<file path="config.mk">
export PLATFORM = sky130hd
export DESIGN_NAME = dwb_ctl_flat
export DESIGN_NICKNAME = d
export VERILOG_FILES = /design/src/hw/dwb_pkg.sv /design/src/hw/dwb_if.sv /design/src/hw/dwb_ctl.sv /design/src/hw/dwb_fifo.sv /design/src/flat_wrapper.sv
export VERILOG_INCLUDE_DIRS = /design/src /design/src/hw
export SDC_FILE = /design/constraint.sdc
export NUM_CORES = 1
export LEC_CHECK = 0
export ABC_AREA = 1
export BUFFER_PORTS_ARGS = -buffer_cell sky130_fd_sc_hd__buf_2
export CORE_ASPECT_RATIO = 1.5
export CORE_MARGIN = 2
export CORE_UTILIZATION = 45
export CTS_CLUSTER_SIZE = 24
export DETAILED_ROUTE_END_ITERATION = 12
export GPL_TIMING_DRIVEN = 1
export PLACE_DENSITY = 0.72
export SLEW_MARGIN = 15
export SYNTH_ARGS = -nofsm -noshare
export SYNTH_HDL_FRONTEND = slang
export SYNTH_HIERARCHICAL = 1
export SYNTH_SLANG_ARGS = --single-unit
</file>
<file path="constraint.sdc">
create_clock -name CLK_I -period 6.5 [get_ports CLK_I]
set_input_delay 1.3 -clock CLK_I [delete_from_list [all_inputs] [get_ports CLK_I]]
set_output_delay 1.3 -clock CLK_I [all_outputs]
set_load 0.005 [all_outputs]
</file>
<file path="src/hw/dwb_params.svh">
`ifndef DWB_PARAMS_SVH
`define DWB_PARAMS_SVH

// ----------------------------------------
// link widths and organisation
// ----------------------------------------
`define DWB_DQ_W 16
`define DWB_LANES 2
`define DWB_ORG_BITS 16
`define DWB_MEM_DEPTH 256

// ----------------------------------------
// burst field codes and beat counts
// ----------------------------------------
`define DWB_BL_FIX8 2'h0
`define DWB_BL_OTF 2'h1
`define DWB_BL_FIX4 2'h2
`define DWB_BEATS_BL8 5'h08
`define DWB_BEATS_BC4 5'h04
`define DWB_LAST_BEAT 3'h7

// ----------------------------------------
// mode register reset value and latency figures
// ----------------------------------------
`define DWB_MR_RST 16'h4800
`define DWB_PL 6'h04
`define DWB_CWL_MIN 5'h09
`define DWB_GAP_BAD_PRE2 3'h5
`define DWB_GAP_RST 3'h7

// ----------------------------------------
// write recovery time
// ----------------------------------------
`define DWB_CLK_MHZ 50
`define DWB_TWR_NS 15
`define DWB_TWR_CYC (((`DWB_TWR_NS * `DWB_CLK_MHZ) + 999) / 1000)

// ----------------------------------------
// controller register offsets
// ----------------------------------------
`define DWB_OFF_CFG 8'h00
`define DWB_OFF_CMD 8'h04
`define DWB_OFF_DATA 8'h08
`define DWB_OFF_STAT 8'h0c

// ----------------------------------------
// fifo shape
// ----------------------------------------
`define DWB_FIFO_W 18
`define DWB_FIFO_D 16

`endif

</file>
<file path="src/hw/dwb_pkg.sv">
`include "dwb_params.svh"

package dwb_pkg;

  // ----------------------------------------
  // link commands and mode register layout
  // ----------------------------------------
  typedef enum logic [1:0] {CMD_NOP, CMD_MRS, CMD_ACT, CMD_WR} dwb_cmd_t;

  typedef struct packed {
    logic [4:0] cwl;  // cas write latency
    logic [3:0] al;   // additive latency
    logic par;        // command parity enable
    logic pre2;       // two-clock write preamble
    logic crc;        // write crc enable
    logic dbi;        // data bus inversion enable
    logic dm;         // data mask enable
    logic [1:0] bl;   // burst field
  } dwb_mr_t;

  // ----------------------------------------
  // state machines
  // ----------------------------------------
  typedef enum logic [1:0] {D_IDLE, D_WAIT, D_DATA} dwb_dst_t;
  typedef enum logic [2:0] {C_IDLE, C_WAIT, C_DATA, C_TAIL, C_REC} dwb_cst_t;

  // ----------------------------------------
  // shared helpers
  // ----------------------------------------
  // burst chop decision from burst field and a12
  function automatic logic dwb_is_bc4(input logic [1:0] bl, input logic a12);
    case (bl)
      `DWB_BL_OTF: return !a12;
      `DWB_BL_FIX4: return 1'b1;
      default: return 1'b0;
    endcase
  endfunction : dwb_is_bc4

  // write latency in clocks
  function automatic logic [5:0] dwb_wl(input dwb_mr_t mr);
    return {1'b0, mr.cwl} + {2'h0, mr.al} + (mr.par ? `DWB_PL : 6'h00);
  endfunction : dwb_wl

endpackage : dwb_pkg
</file>
<file path="src/hw/dwb_if.sv">
`timescale 1ns/1ps

// ----------------------------------------
// command, mode and write data link
// ----------------------------------------
interface dwb_if;
  dwb_pkg::dwb_cmd_t cmd;  // command this cycle
  logic [1:0] bank;        // bank address
  logic [5:0] col;         // column address
  logic a10;               // auto precharge
  logic a12;               // on-the-fly burst select
  dwb_pkg::dwb_mr_t mr;    // mode value with mode command
  logic [15:0] dq;         // write data beat
  logic [1:0] dm_n;        // shared mask or inversion pin per lane
  logic dqs;               // beat strobe

  modport dev (input cmd, bank, col, a10, a12, mr, dq, dm_n, dqs);
  modport ctl (output cmd, bank, col, a10, a12, mr, dq, dm_n, dqs);
endinterface : dwb_if

</file>
<file path="src/hw/dwb_ctl.sv">
`timescale 1ns/1ps

module dwb_ctl (
  // clock and reset
  input wire logic CLK_I,
  input wire logic SRST_I,
  // apb slave
  input wire logic PSEL_I,
  input wire logic PENABLE_I,
  input wire logic PWRITE_I,
  input wire logic [7:0] PADDR_I,
  input wire logic [31:0] PWDATA_I,
  output logic [31:0] PRDATA_O,
  output logic PREADY_O,
  output logic PSLVERR_O,
  // link to the memory
  dwb_if.ctl LINK
);
  localparam int twr_cyc = `DWB_TWR_CYC;

  // ----------------------------------------
  // state
  // ----------------------------------------
  typedef struct packed {
    dwb_pkg::dwb_cst_t st;  // sequencer
    dwb_pkg::dwb_mr_t cfg;  // mode shadow
    logic cfg_err;          // last mode write refused
    logic mrs_pend;         // mode command to send
    logic pend;             // staged command
    logic p_act;            // staged command is activate
    logic [1:0] p_bank;     // staged bank
    logic [5:0] p_col;      // staged column
    logic p_a10;            // staged auto precharge
    logic p_a12;            // staged burst select
    logic [5:0] cnt;        // latency or recovery count
    logic [2:0] beat;       // beat driven in the data state
    logic bc4;              // burst is chopped
    logic [2:0] gap;        // edges since last write
    logic pready;           // bus answer
    logic pslverr;          // bus error
    logic [31:0] prdata;    // read data
    dwb_pkg::dwb_cmd_t cmd; // link command
    logic [1:0] bank;
    logic [5:0] col;
    logic a10;
    logic a12;
    dwb_pkg::dwb_mr_t mr;
    logic [15:0] dq;
    logic [1:0] dm_n;
    logic dqs;
  } dwb_ctl_st_t;

  dwb_ctl_st_t s_reg;
  dwb_ctl_st_t s_next;
  logic acc;                             // access phase
  logic commit;                          // bus write or read completes
  logic push;                            // data word into fifo
  logic pop;                             // beat taken from fifo
  logic fin_rdy;                         // fifo has room
  logic [`DWB_FIFO_W-1:0] fout;          // fifo head
  logic [4:0] lvl;                       // fifo level
  logic [4:0] need;                      // beats a staged write needs
  logic [4:0] need_b;                    // beats the running burst uses
  logic [2:0] bidx;                      // beat driven now
  logic drive;                           // a beat is driven now
  dwb_pkg::dwb_mr_t mr_w;                // mode value written

  // ----------------------------------------
  // write data buffer
  // ----------------------------------------
  dwb_fifo #(.W(`DWB_FIFO_W), .D(`DWB_FIFO_D)) u_fifo (
    .clk_i(CLK_I),
    .srst_i(SRST_I),
    .in_valid_i(push),
    .in_ready_o(fin_rdy),
    .in_data_i(PWDATA_I[`DWB_FIFO_W-1:0]),
    .out_valid_o(),
    .out_ready_i(pop),
    .out_data_o(fout),
    .level_o(lvl)
  );

  // ----------------------------------------
  // bus decode and sequencer
  // ----------------------------------------
  always_comb begin
    s_next = s_reg;
    s_next.pready = 1'b0;
    s_next.pslverr = 1'b0;
    s_next.cmd = dwb_pkg::CMD_NOP;
    s_next.dqs = 1'b0;
    mr_w = PWDATA_I[15:0];
    acc = PSEL_I && PENABLE_I;
    commit = acc && s_reg.pready;
    push = commit && PWRITE_I && (PADDR_I == `DWB_OFF_DATA);
    need = dwb_pkg::dwb_is_bc4(s_reg.cfg.bl, s_reg.p_a12) ? `DWB_BEATS_BC4 : `DWB_BEATS_BL8;
    need_b = s_reg.bc4 ? `DWB_BEATS_BC4 : `DWB_BEATS_BL8;
    drive = ((s_reg.st == dwb_pkg::C_WAIT) && (s_reg.cnt == 6'h00)) ||
            (s_reg.st == dwb_pkg::C_DATA);
    bidx = (s_reg.st == dwb_pkg::C_DATA) ? s_reg.beat : 3'h0;
    pop = drive && ({2'h0, bidx} < need_b);
    if (s_reg.gap != `DWB_GAP_RST) begin
      s_next.gap = s_reg.gap + 3'h1;
    end
    // answer one cycle into the access, stall while full or staged
    if (acc && !s_reg.pready) begin
      s_next.prdata = 32'h0;
      case (PADDR_I)
        `DWB_OFF_CFG: begin
          s_next.pready = 1'b1;
          s_next.prdata = {16'h0, s_reg.cfg};
        end
        `DWB_OFF_CMD: begin
          s_next.pready = !(PWRITE_I && s_reg.pend);
          s_next.prdata = {21'h0, s_reg.p_act, s_reg.p_a12, s_reg.p_a10,
                           s_reg.p_col, s_reg.p_bank};
        end
        `DWB_OFF_DATA: begin
          s_next.pready = !PWRITE_I || fin_rdy;
        end
        `DWB_OFF_STAT: begin
          s_next.pready = 1'b1;
          s_next.prdata = {23'h0, lvl, s_reg.mrs_pend, s_reg.pend, s_reg.cfg_err,
                           (s_reg.st != dwb_pkg::C_IDLE)};
        end
        default: begin
          s_next.pready = 1'b1;
          s_next.pslverr = 1'b1;
        end
      endcase
    end
    // writes take effect at the completing edge
    if (commit && PWRITE_I) begin
      case (PADDR_I)
        `DWB_OFF_CFG: begin
          if ((mr_w.pre2 && (mr_w.cwl == `DWB_CWL_MIN)) || (mr_w.dm && mr_w.dbi)) begin
            s_next.cfg_err = 1'b1;  // RULE_13 RULE_07
          end else begin
            s_next.cfg = mr_w;
            s_next.mrs_pend = 1'b1;
            s_next.cfg_err = 1'b0;
          end
        end
        `DWB_OFF_CMD: begin
          s_next.pend = 1'b1;
          {s_next.p_act, s_next.p_a12, s_next.p_a10, s_next.p_col, s_next.p_bank} =
            PWDATA_I[10:0];
        end
        default: begin
        end
      endcase
    end
    case (s_reg.st)
      // issue mode, activate, or a write once its data is buffered
      dwb_pkg::C_IDLE: begin
        if (s_reg.mrs_pend) begin
          s_next.cmd = dwb_pkg::CMD_MRS;
          s_next.mr = s_reg.cfg;
          s_next.mrs_pend = 1'b0;
        end else if (s_reg.pend && s_reg.p_act) begin
          s_next.cmd = dwb_pkg::CMD_ACT;
          s_next.bank = s_reg.p_bank;
          s_next.pend = 1'b0;
        end else if (s_reg.pend && (lvl >= need) &&
                     !(s_reg.cfg.pre2 && (s_reg.gap == `DWB_GAP_BAD_PRE2))) begin  // RULE_14
          s_next.cmd = dwb_pkg::CMD_WR;
          s_next.bank = s_reg.p_bank;
          s_next.col = s_reg.p_col;
          s_next.a10 = s_reg.p_a10;
          s_next.a12 = s_reg.p_a12;  // RULE_02
          s_next.pend = 1'b0;
          s_next.bc4 = dwb_pkg::dwb_is_bc4(s_reg.cfg.bl, s_reg.p_a12);
          s_next.cnt = dwb_pkg::dwb_wl(s_reg.cfg) - 6'h01;  // RULE_17
          s_next.gap = 3'h1;
          s_next.st = dwb_pkg::C_WAIT;
        end
      end
      dwb_pkg::C_WAIT: begin
        if (s_reg.cnt == 6'h00) begin
          s_next.st = dwb_pkg::C_DATA;
          s_next.beat = 3'h1;
        end else begin
          s_next.cnt = s_reg.cnt - 6'h01;
        end
      end
      dwb_pkg::C_DATA: begin
        if (s_reg.beat == `DWB_LAST_BEAT) begin
          s_next.st = dwb_pkg::C_TAIL;
        end else begin
          s_next.beat = s_reg.beat + 3'h1;
        end
      end
      // the next edge is the one after the last beat
      dwb_pkg::C_TAIL: begin
        s_next.st = dwb_pkg::C_REC;
        s_next.cnt = 6'(twr_cyc - 1);  // RULE_15
      end
      dwb_pkg::C_REC: begin
        if (s_reg.cnt == 6'h00) begin
          s_next.st = dwb_pkg::C_IDLE;
        end else begin
          s_next.cnt = s_reg.cnt - 6'h01;
        end
      end
      default: begin
        s_next.st = dwb_pkg::C_IDLE;
      end
    endcase
    // each beat held the full cycle up to its sample edge
    if (drive) begin
      s_next.dqs = 1'b1;  // RULE_16
      s_next.dq = pop ? fout[15:0] : 16'h0;
      s_next.dm_n = pop ? fout[17:16] : 2'h0;  // RULE_18
    end
  end

  // state register
  always_ff @(posedge CLK_I) begin
    if (SRST_I) begin
      s_reg <= '0;
      s_reg.st <= dwb_pkg::C_IDLE;
      s_reg.cmd <= dwb_pkg::CMD_NOP;
      s_reg.cfg <= `DWB_MR_RST;
      s_reg.gap <= `DWB_GAP_RST;
    end else begin
      s_reg <= s_next;
    end
  end

  // ----------------------------------------
  // outputs
  // ----------------------------------------
  assign PRDATA_O = s_reg.prdata;
  assign PREADY_O = s_reg.pready;
  assign PSLVERR_O = s_reg.pslverr;
  assign LINK.cmd = s_reg.cmd;
  assign LINK.bank = s_reg.bank;
  assign LINK.col = s_reg.col;
  assign LINK.a10 = s_reg.a10;
  assign LINK.a12 = s_reg.a12;
  assign LINK.mr = s_reg.mr;
  assign LINK.dq = s_reg.dq;
  assign LINK.dm_n = s_reg.dm_n;
  assign LINK.dqs = s_reg.dqs;
endmodule : dwb_ctl

</file>
<file path="src/hw/dwb_fifo.sv">
`timescale 1ns/1ps

module dwb_fifo #(
  parameter int W = 18,
  parameter int D = 16
) (
  // clock and reset
  input wire logic clk_i,
  input wire logic srst_i,
  // fill side
  input wire logic in_valid_i,
  output logic in_ready_o,
  input wire logic [W-1:0] in_data_i,
  // drain side
  output logic out_valid_o,
  input wire logic out_ready_i,
  output logic [W-1:0] out_data_o,
  // fill level
  output logic [$clog2(D):0] level_o
);
  localparam int AW = $clog2(D);

  typedef struct packed {
    logic [AW-1:0] wp;  // write pointer
    logic [AW-1:0] rp;  // read pointer
    logic [AW:0] cnt;   // words held
  } dwb_fifo_st_t;

  dwb_fifo_st_t s_reg;
  dwb_fifo_st_t s_next;
  logic [W-1:0] mem [D];  // storage
  logic push;
  logic pop;

  // ----------------------------------------
  // handshakes
  // ----------------------------------------
  assign in_ready_o = (s_reg.cnt != (AW+1)'(D));
  assign out_valid_o = (s_reg.cnt != '0);
  assign out_data_o = mem[s_reg.rp];
  assign level_o = s_reg.cnt;
  assign push = in_valid_i && in_ready_o;
  assign pop = out_valid_o && out_ready_i;

  // next pointers and count
  always_comb begin
    s_next = s_reg;
    if (push) begin
      s_next.wp = s_reg.wp + 1'b1;
    end
    if (pop) begin
      s_next.rp = s_reg.rp + 1'b1;
    end
    s_next.cnt = s_reg.cnt + {{AW{1'b0}}, push} - {{AW{1'b0}}, pop};
  end

  // state register
  always_ff @(posedge clk_i) begin
    if (srst_i) begin
      s_reg <= '0;
    end else begin
      s_reg <= s_next;
    end
  end

  // storage write
  always_ff @(posedge clk_i) begin
    if (push) begin
      mem[s_reg.wp] <= in_data_i;
    end
  end
endmodule : dwb_fifo

</file>
<file path="src/flat_wrapper.sv">
// flat-port wrapper written by rule: the top's interface ports become plain ports
module dwb_ctl_flat 
  (CLK_I, SRST_I, PSEL_I, PENABLE_I, PWRITE_I, PADDR_I, PWDATA_I, PRDATA_O, PREADY_O, PSLVERR_O, LINK_cmd, LINK_bank, LINK_col, LINK_a10, LINK_a12, LINK_mr, LINK_dq, LINK_dm_n, LINK_dqs);
  dwb_if LINK_i ();
  input wire logic CLK_I;
  input wire logic SRST_I;
  input wire logic PSEL_I;
  input wire logic PENABLE_I;
  input wire logic PWRITE_I;
  input wire logic [7:0] PADDR_I;
  input wire logic [31:0] PWDATA_I;
  output logic [31:0] PRDATA_O;
  output logic PREADY_O;
  output logic PSLVERR_O;
  output wire logic [$bits(LINK_i.cmd)-1:0] LINK_cmd;
  output wire logic [$bits(LINK_i.bank)-1:0] LINK_bank;
  output wire logic [$bits(LINK_i.col)-1:0] LINK_col;
  output wire logic [$bits(LINK_i.a10)-1:0] LINK_a10;
  output wire logic [$bits(LINK_i.a12)-1:0] LINK_a12;
  output wire logic [$bits(LINK_i.mr)-1:0] LINK_mr;
  output wire logic [$bits(LINK_i.dq)-1:0] LINK_dq;
  output wire logic [$bits(LINK_i.dm_n)-1:0] LINK_dm_n;
  output wire logic [$bits(LINK_i.dqs)-1:0] LINK_dqs;
  assign LINK_cmd = LINK_i.cmd;
  assign LINK_bank = LINK_i.bank;
  assign LINK_col = LINK_i.col;
  assign LINK_a10 = LINK_i.a10;
  assign LINK_a12 = LINK_i.a12;
  assign LINK_mr = LINK_i.mr;
  assign LINK_dq = LINK_i.dq;
  assign LINK_dm_n = LINK_i.dm_n;
  assign LINK_dqs = LINK_i.dqs;
  dwb_ctl u_core (.CLK_I(CLK_I), .SRST_I(SRST_I), .PSEL_I(PSEL_I), .PENABLE_I(PENABLE_I), .PWRITE_I(PWRITE_I), .PADDR_I(PADDR_I), .PWDATA_I(PWDATA_I), .PRDATA_O(PRDATA_O), .PREADY_O(PREADY_O), .PSLVERR_O(PSLVERR_O), .LINK(LINK_i));
endmodule
</file>
; ---- Word-level counts from Yosys, hierarchy flattened
; Memories as Yosys holds them, arrays and structs flattened. A register that Yosys moved wholly into a read port is not among the register bits.
; Cells that the tools add are included.
; W data, S select, Z words.
[word_totals]
memories = 1
mem_bits_rw = 288
regBits = 140
word_cells = 178
in_bits = 45
output_inout_bits = 81
[mem_list]
columns = memory, depth, width, rd, rd_ports_with_merged_regs, wr, line_no
row1 = u_core.u_fifo.mem, 16, 18, 1, 1, 1, dwb_fifo.sv:31  ; logic [W-1:0] mem [D];
[op_classes]
order_cmp = 2
n_bitwise = 5
add_sub_neg = 10
n_eq_ne = 22
n_reduce_logical = 46
muxes = 48
[op_table]
columns = cell, n
row1 = $pmux W16 S3, 1
row2 = $mux W3, 15
row3 = $mux W12, 2
row4 = $mux W6, 4
row5 = $mux W4, 5
row6 = $pmux W6 S3, 1
row7 = $eq A8 B4 Y1 const B, 2
row8 = $logic_and A1 B1 Y1, 16
row9 = $mux W16, 1
row10 = $pmux W3 S5, 1
row11 = $mux W13, 1
row12 = $mux W1, 12
row13 = $ne A2 B2 Y1 const B, 6
row14 = $sub A6 B1 Y6 const B, 2
row15 = $eq A3 B3 Y1 const B, 3
row16 = $reduce_and A3 Y1, 3
row17 = $add A4 B1 Y4 const B, 2
row18 = $eq A8 B3 Y1 const B, 1
row19 = $logic_not A8 Y1, 1
row20 = $add A3 B1 Y3 const B, 2
row21 = $add A5 B4 Y6, 1
row22 = $add A6 B6 Y6, 1
row23 = $eq A3 B2 Y1 const B, 2
row24 = $logic_not A6 Y1, 1
row25 = other kinds (28), 47

; ---- Logic depth before layout (Yosys ltp)
[depth]
depth_word = 10
mapped_depth = 22
depth_no_buf = 21

; ---- Hierarchy
; The synthesis kept the hierarchy.
[modules_own_cells]
columns = mod, area_each_um2, n_inst, seq_area_each_um2, cells_per_inst
row1 = dwb_fifo, 13272.7, 1, 8988.6, 1301
row2 = dwb_ctl, 5622.9, 1, 2222.1, 736

; ---- Least setup slack after synthesis
; OpenSTA, ideal clock, no wires.
[synth_timing]
path_type = input port to flip-flop
start = input PADDR_I[5]
end = memory u_core.u_fifo.mem[0][0] (enable)
path_stages = 10
setup_time_ps = 392
arrival_ps = 3215
slack_ps = 2893
required_ps = 6108
n_path_buf = 1
path_cell_list = nor2_1 > nand3_2 > inv_1 > buf_2 > nand4_1 > nor2_1 > nand2_1 > inv_1 > nand2_1 > nor2_1
[synth_between]
elab_chain_cells = 5
[synth_lines]
columns = item, line_no
row1 = from (decl), flat_wrapper.sv:10  ; input wire logic [7:0] PADDR_I;
row2 = $eq A8 B4 Y1 (no source line), --
row3 = $logic_and A1 B1 Y1, dwb_ctl.sv:95  ; push = commit && PWRITE_I && (PADDR_I == `DWB_OFF_DATA);
row4 = named net u_core.push, dwb_ctl.sv:57  ; logic push;
row5 = $logic_and A1 B1 Y1, dwb_fifo.sv:42  ; assign push = in_valid_i && in_ready_o;
row6 = named net u_core.u_fifo.push, dwb_fifo.sv:32  ; logic push;
row7 = $mux W1, dwb_fifo.sv:68  ; if (push) begin
row8 = $mux W1 (implied by the code), dwb_fifo.sv:69  ; mem[s_reg.wp] <= in_data_i;
row9 = to (decl), dwb_fifo.sv:31
; The timed path passes the listed nets, and every way through them passes these cells.

; ---- Final worst setup path
[layout_timing]
start = register u_core/s_reg[88] (netlist name)
end = register u_core.u_fifo.s_reg (netlist bit u_core/u_fifo/level_o[4])
[layout_between]
elab_chain_cells = 6
[layout_lines]
columns = item, line_no
row1 = from (decl), dwb_ctl.sv:53  ; dwb_ctl_st_t s_reg;
row2 = from (signal assigned), dwb_ctl.sv:226  ; s_reg <= s_next;
row3 = $logic_not A6 Y1, dwb_ctl.sv:98  ; drive = ((s_reg.st == dwb_pkg::C_WAIT) && (s_reg.cnt == 6'h00)) ||
row4 = $logic_and A1 B1 Y1, dwb_ctl.sv:98
row5 = $logic_or A1 B1 Y1, dwb_ctl.sv:98
row6 = $logic_and A1 B1 Y1, dwb_ctl.sv:101  ; pop = drive && ({2'h0, bidx} < need_b);
row7 = named net u_core.pop, dwb_ctl.sv:58  ; logic pop;
row8 = $logic_and A1 B1 Y1, dwb_fifo.sv:43  ; assign pop = out_valid_o && out_ready_i;
row9 = named net u_core.u_fifo.pop, dwb_fifo.sv:33  ; logic pop;
row10 = $sub A5 B1 Y5, dwb_fifo.sv:54  ; s_next.cnt = s_reg.cnt + {{AW{1'b0}}, push} - {{AW{1'b0}}, pop};
row11 = to (signal assigned), dwb_fifo.sv:62  ; s_reg <= s_next;
row12 = to (decl), dwb_fifo.sv:29  ; dwb_fifo_st_t s_reg;
; The timed path passes the listed nets, and every way through them passes these cells.
; A chain may end at the register's enable or synchronous reset.

==> impl_metrics.json <==
{
  "fin_crit_ns": 4.266,
  "worstMarginPinSlew_ns": 1.237,
  "slowest_delay_ns": 0.72,
  "hp-class": "reg2reg",
  "cp_cell_sequence": "inv_1 -> ha_1 -> nand4_2 -> o21ai_4 -> inv_2 -> a31oi_1 -> nand2_1 -> inv_1 -> ha_1 -> inv_1 -> ha_1 -> inv_1 -> fa_1 -> inv_1 -> nand2_1 -> nand2_1 -> a21oi_1 -> nand2_1 -> nand2_1 -> nor2_1",
  "io_pins": 126,
  "critPathRequiredTime_ns": 6.98,
  "clk_pin_slew_ns": 0.07,
  "final_nets": 2112,
  "grt_max_degree": 104,
  "synth_warnings": 6,
  "synth-edff-count": 288,
  "endpoint_kind": "flip-flop",
  "drive_above_1_share_pct": 11.00,
  "cap_violations": 0,
  "critPathLaunchType": "flip-flop",
  "rows": 92,
  "synth_cells": 2037,
  "ys_async_sr_fraction_pct": 0,
  "cp_slowest_cell": "a31oi_1",
  "cp_top_family": "compound AO/OA/AOI/OAI gates",
  "dp_hpwl_um": 28310,
  "synth-seq-cells": 416,
  "critPathBufInv": 6,
  "rsz0062_at_grt": "no",
  "drt-pass1-iter-count": 5,
  "tritoncts": "built",
  "cts_max_path_buffers": 3,
  "first_iter_violations": 1133,
  "initial_core_util_pct": 45.22,
  "synth_cell_type_count": 41,
  "critPathKind": "reg2reg",
  "die_area_mm2": 0.04368,
  "syn2layout_area_growth_pct": 7.886,
  "synth-main-ff-cell": "edfxtp_1",
  "drv_slew": 0,
  "fmax_mhz": 234.4,
  "dp_cells": 2560,
  "peakVddDrop_v": 0.0002698,
  "grt_pass1_wl_um": 68790,
  "powerDensity_mw_per_mm2": 293.4,
  "route.detailed.drc": 0,
  "final_common_cell": "nand2_1",
  "fin_tns_setup_ns": 0,
  "die_w_um": 171.3,
  "mostFrequentLayoutCells": "nand2_1, inv_1, edfxtp_1",
  "yosysSeqAreaShare_pct": 59.33,
  "cts_setup_buffers": 0,
  "syn_area_per_cell_um2": 9.276,
  "clk_latency_ns": 0.55,
  "grt_pass1_vias": 13080,
  "final.period_utilization_pct": 65.63,
  "grt_overflow": 0,
  "synthesis.area_mm2": 0.01890,
  "portBuffers": 95,
  "postRouteAntennaNets": 0,
  "viasPerCell": 5.112,
  "gp_congestion": 0.8879,
  "clock_tree.root_cell": "clkbuf_16",
  "wl_per_cell_um": 17.02,
  "drt_wl_total_um": 44760,
  "worstPathArrival_ns": 4.75,
  "hold_viol": 0,
  "worst-path-max-fanout": 21,
  "cts_buffers": 37,
  "finalInstanceArea_mm2": 0.02039,
  "finClkSkew_ns": 0.01910,
  "status": "complete, no violations",
  "fin_util_pct": 48.79,
  "slew-limit-headroom_pct": 17.42,
  "vias": 13440,
  "p_leak_nw": 8.684,
  "post_cts_resized": 0,
  "cts.sinks": 416,
  "setup_viol": 0,
  "antenna_found_initial": 0,
  "hold_buffers": 0,
  "track_usage_pct": 20.55,
  "htreeDepth": 2,
  "fin_cells": 2629,
  "placed_area_mm2": 0.01923,
  "core-area_mm2": 0.04179,
  "dieHeight_um": 255.0,
  "largest_reg_flops": 288
}
[report_power, final]
part	switching (W)	total [W]	leakage, nW	internal (W)
clock	0.000947	0.00207	0.558	0.00112
combinational	0.000657	0.000950	4.50	0.000293
sequential	0.0000677	0.00297	3.62	0.00290
total	0.00167	0.00598	8.68	0.00431
[per-stage QoR]
stage	setup slack [ns]	hold slack, ns	power [W]
after global routing	1.884	0.4800	0.006233
after CTS	2.224	0.4505	0.006005
after detailed placement	2.168	0.4401	0.003969
after floorplan	2.893	0.4241	0.003777
final	2.234	0.4516	0.005982
after global placement	2.265	0.4410	0.003936
[worst reg2reg max path: cells and delay by family (launching register included)]
kind / cells / cell delay, ns
AND/OR/NAND/NOR: 7 / 0.77
flip-flops: 1 / 0.31
buffers and inverters: 6 / 0.81
AO/OA/AOI/OAI: 3 / 1.33
adder cells (fa/ha/maj): 4 / 0.99
[synth_stat cells (2+ instances only)]
| cell type | instances | area, µm² |
|---|---|---|
| nand3_1 | 267 | 1336 |
| dfxtp_1 | 128 | 2562 |
| clkinv_1 | 2 | 7.510 |
| clkbuf_1 | 24 | 90.09 |
| inv_2 | 8 | 30.03 |
| nor3_2 | 2 | 20.02 |
| buf_2 | 43 | 215.2 |
| buf_1 | 7 | 26.28 |
| edfxtp_1 | 288 | 8648 |
| o21ai_0 | 57 | 285.3 |
| xor2_1 | 4 | 35.03 |
| a211oi_1 | 2 | 15.01 |
| nor2_1 | 82 | 307.8 |
| nor3_1 | 2 | 10.01 |
| buf_4 | 87 | 653.1 |
| nor2_4 | 5 | 56.30 |
| a22oi_1 | 2 | 15.01 |
| nand4_1 | 12 | 75.07 |
| nand2_1 | 521 | 1956 |
| nor2_2 | 4 | 25.02 |
| buf_6 | 10 | 112.6 |
| inv_1 | 311 | 1167 |
| nand4_2 | 3 | 37.54 |
| o211ai_1 | 2 | 15.01 |
| a21oi_1 | 93 | 465.5 |
| ha_1 | 29 | 362.9 |
| nand3_2 | 12 | 120.1 |
| fa_1 | 3 | 60.06 |
| xnor2_1 | 2 | 17.52 |
| nand3b_1 | 5 | 37.54 |
| o21ai_1 | 10 | 50.05 |
[worst paths after layout]
| kind | start | to | slack (ns) | cells past startpoint |
|---|---|---|---|---|
| setup / recovery | u_core/s_reg[88] | u_core/u_fifo/level_o[4] | 2.23 | 20 |
| hold / removal | u_core/LINK.a10 | u_core/LINK.a10 | 0.45 | 2 |
| setup reg to reg | u_core/s_reg[88] | u_core/u_fifo/level_o[4] | 2.23 | 20 |
| hold reg to reg | u_core/LINK.a10 | u_core/LINK.a10 | 0.45 | 2 |
[routing by layer]
layer,share of wire [%],global-route usage (%),up-vias
met5,0,0,-
met4,5.7,12.42,0
met3,5.4,2.505,124
met2,52,37.28,499
met1,37,22.89,6344
li1,-,-,6473
[kinds of logic (layout without fill, tap and decap cells)]
logic type / after synthesis / after routing / synth area share (%)
xor gates and xnor gates: 6 / 6 / 0.2781
DFF: 416 / 416 / 59.33
AOI/OAI and AO/OA: 171 / 171 / 4.748
and+or+nand+nor: 918 / 918 / 21.17
other: 1 / 17 / 0.01985
buffers and inverters: 493 / 505 / 12.22
adders and majority gates: 32 / 32 / 2.238
[cell type report]
class | count | area (µm²)
Fill cell | 3694 | 21400
Sequential cell | 416 | 11220
Multi-Input combinational cell | 1143 | 5483
Inverter | 322 | 1211
Clock buffer | 50 | 1025
Tap cell | 564 | 705.7
Timing Repair Buffer | 115 | 625.6
Clock inverter | 18 | 117.6
Antenna cell | 1 | 2.502
No activity file was read; power rests on OpenSTA's default activity.
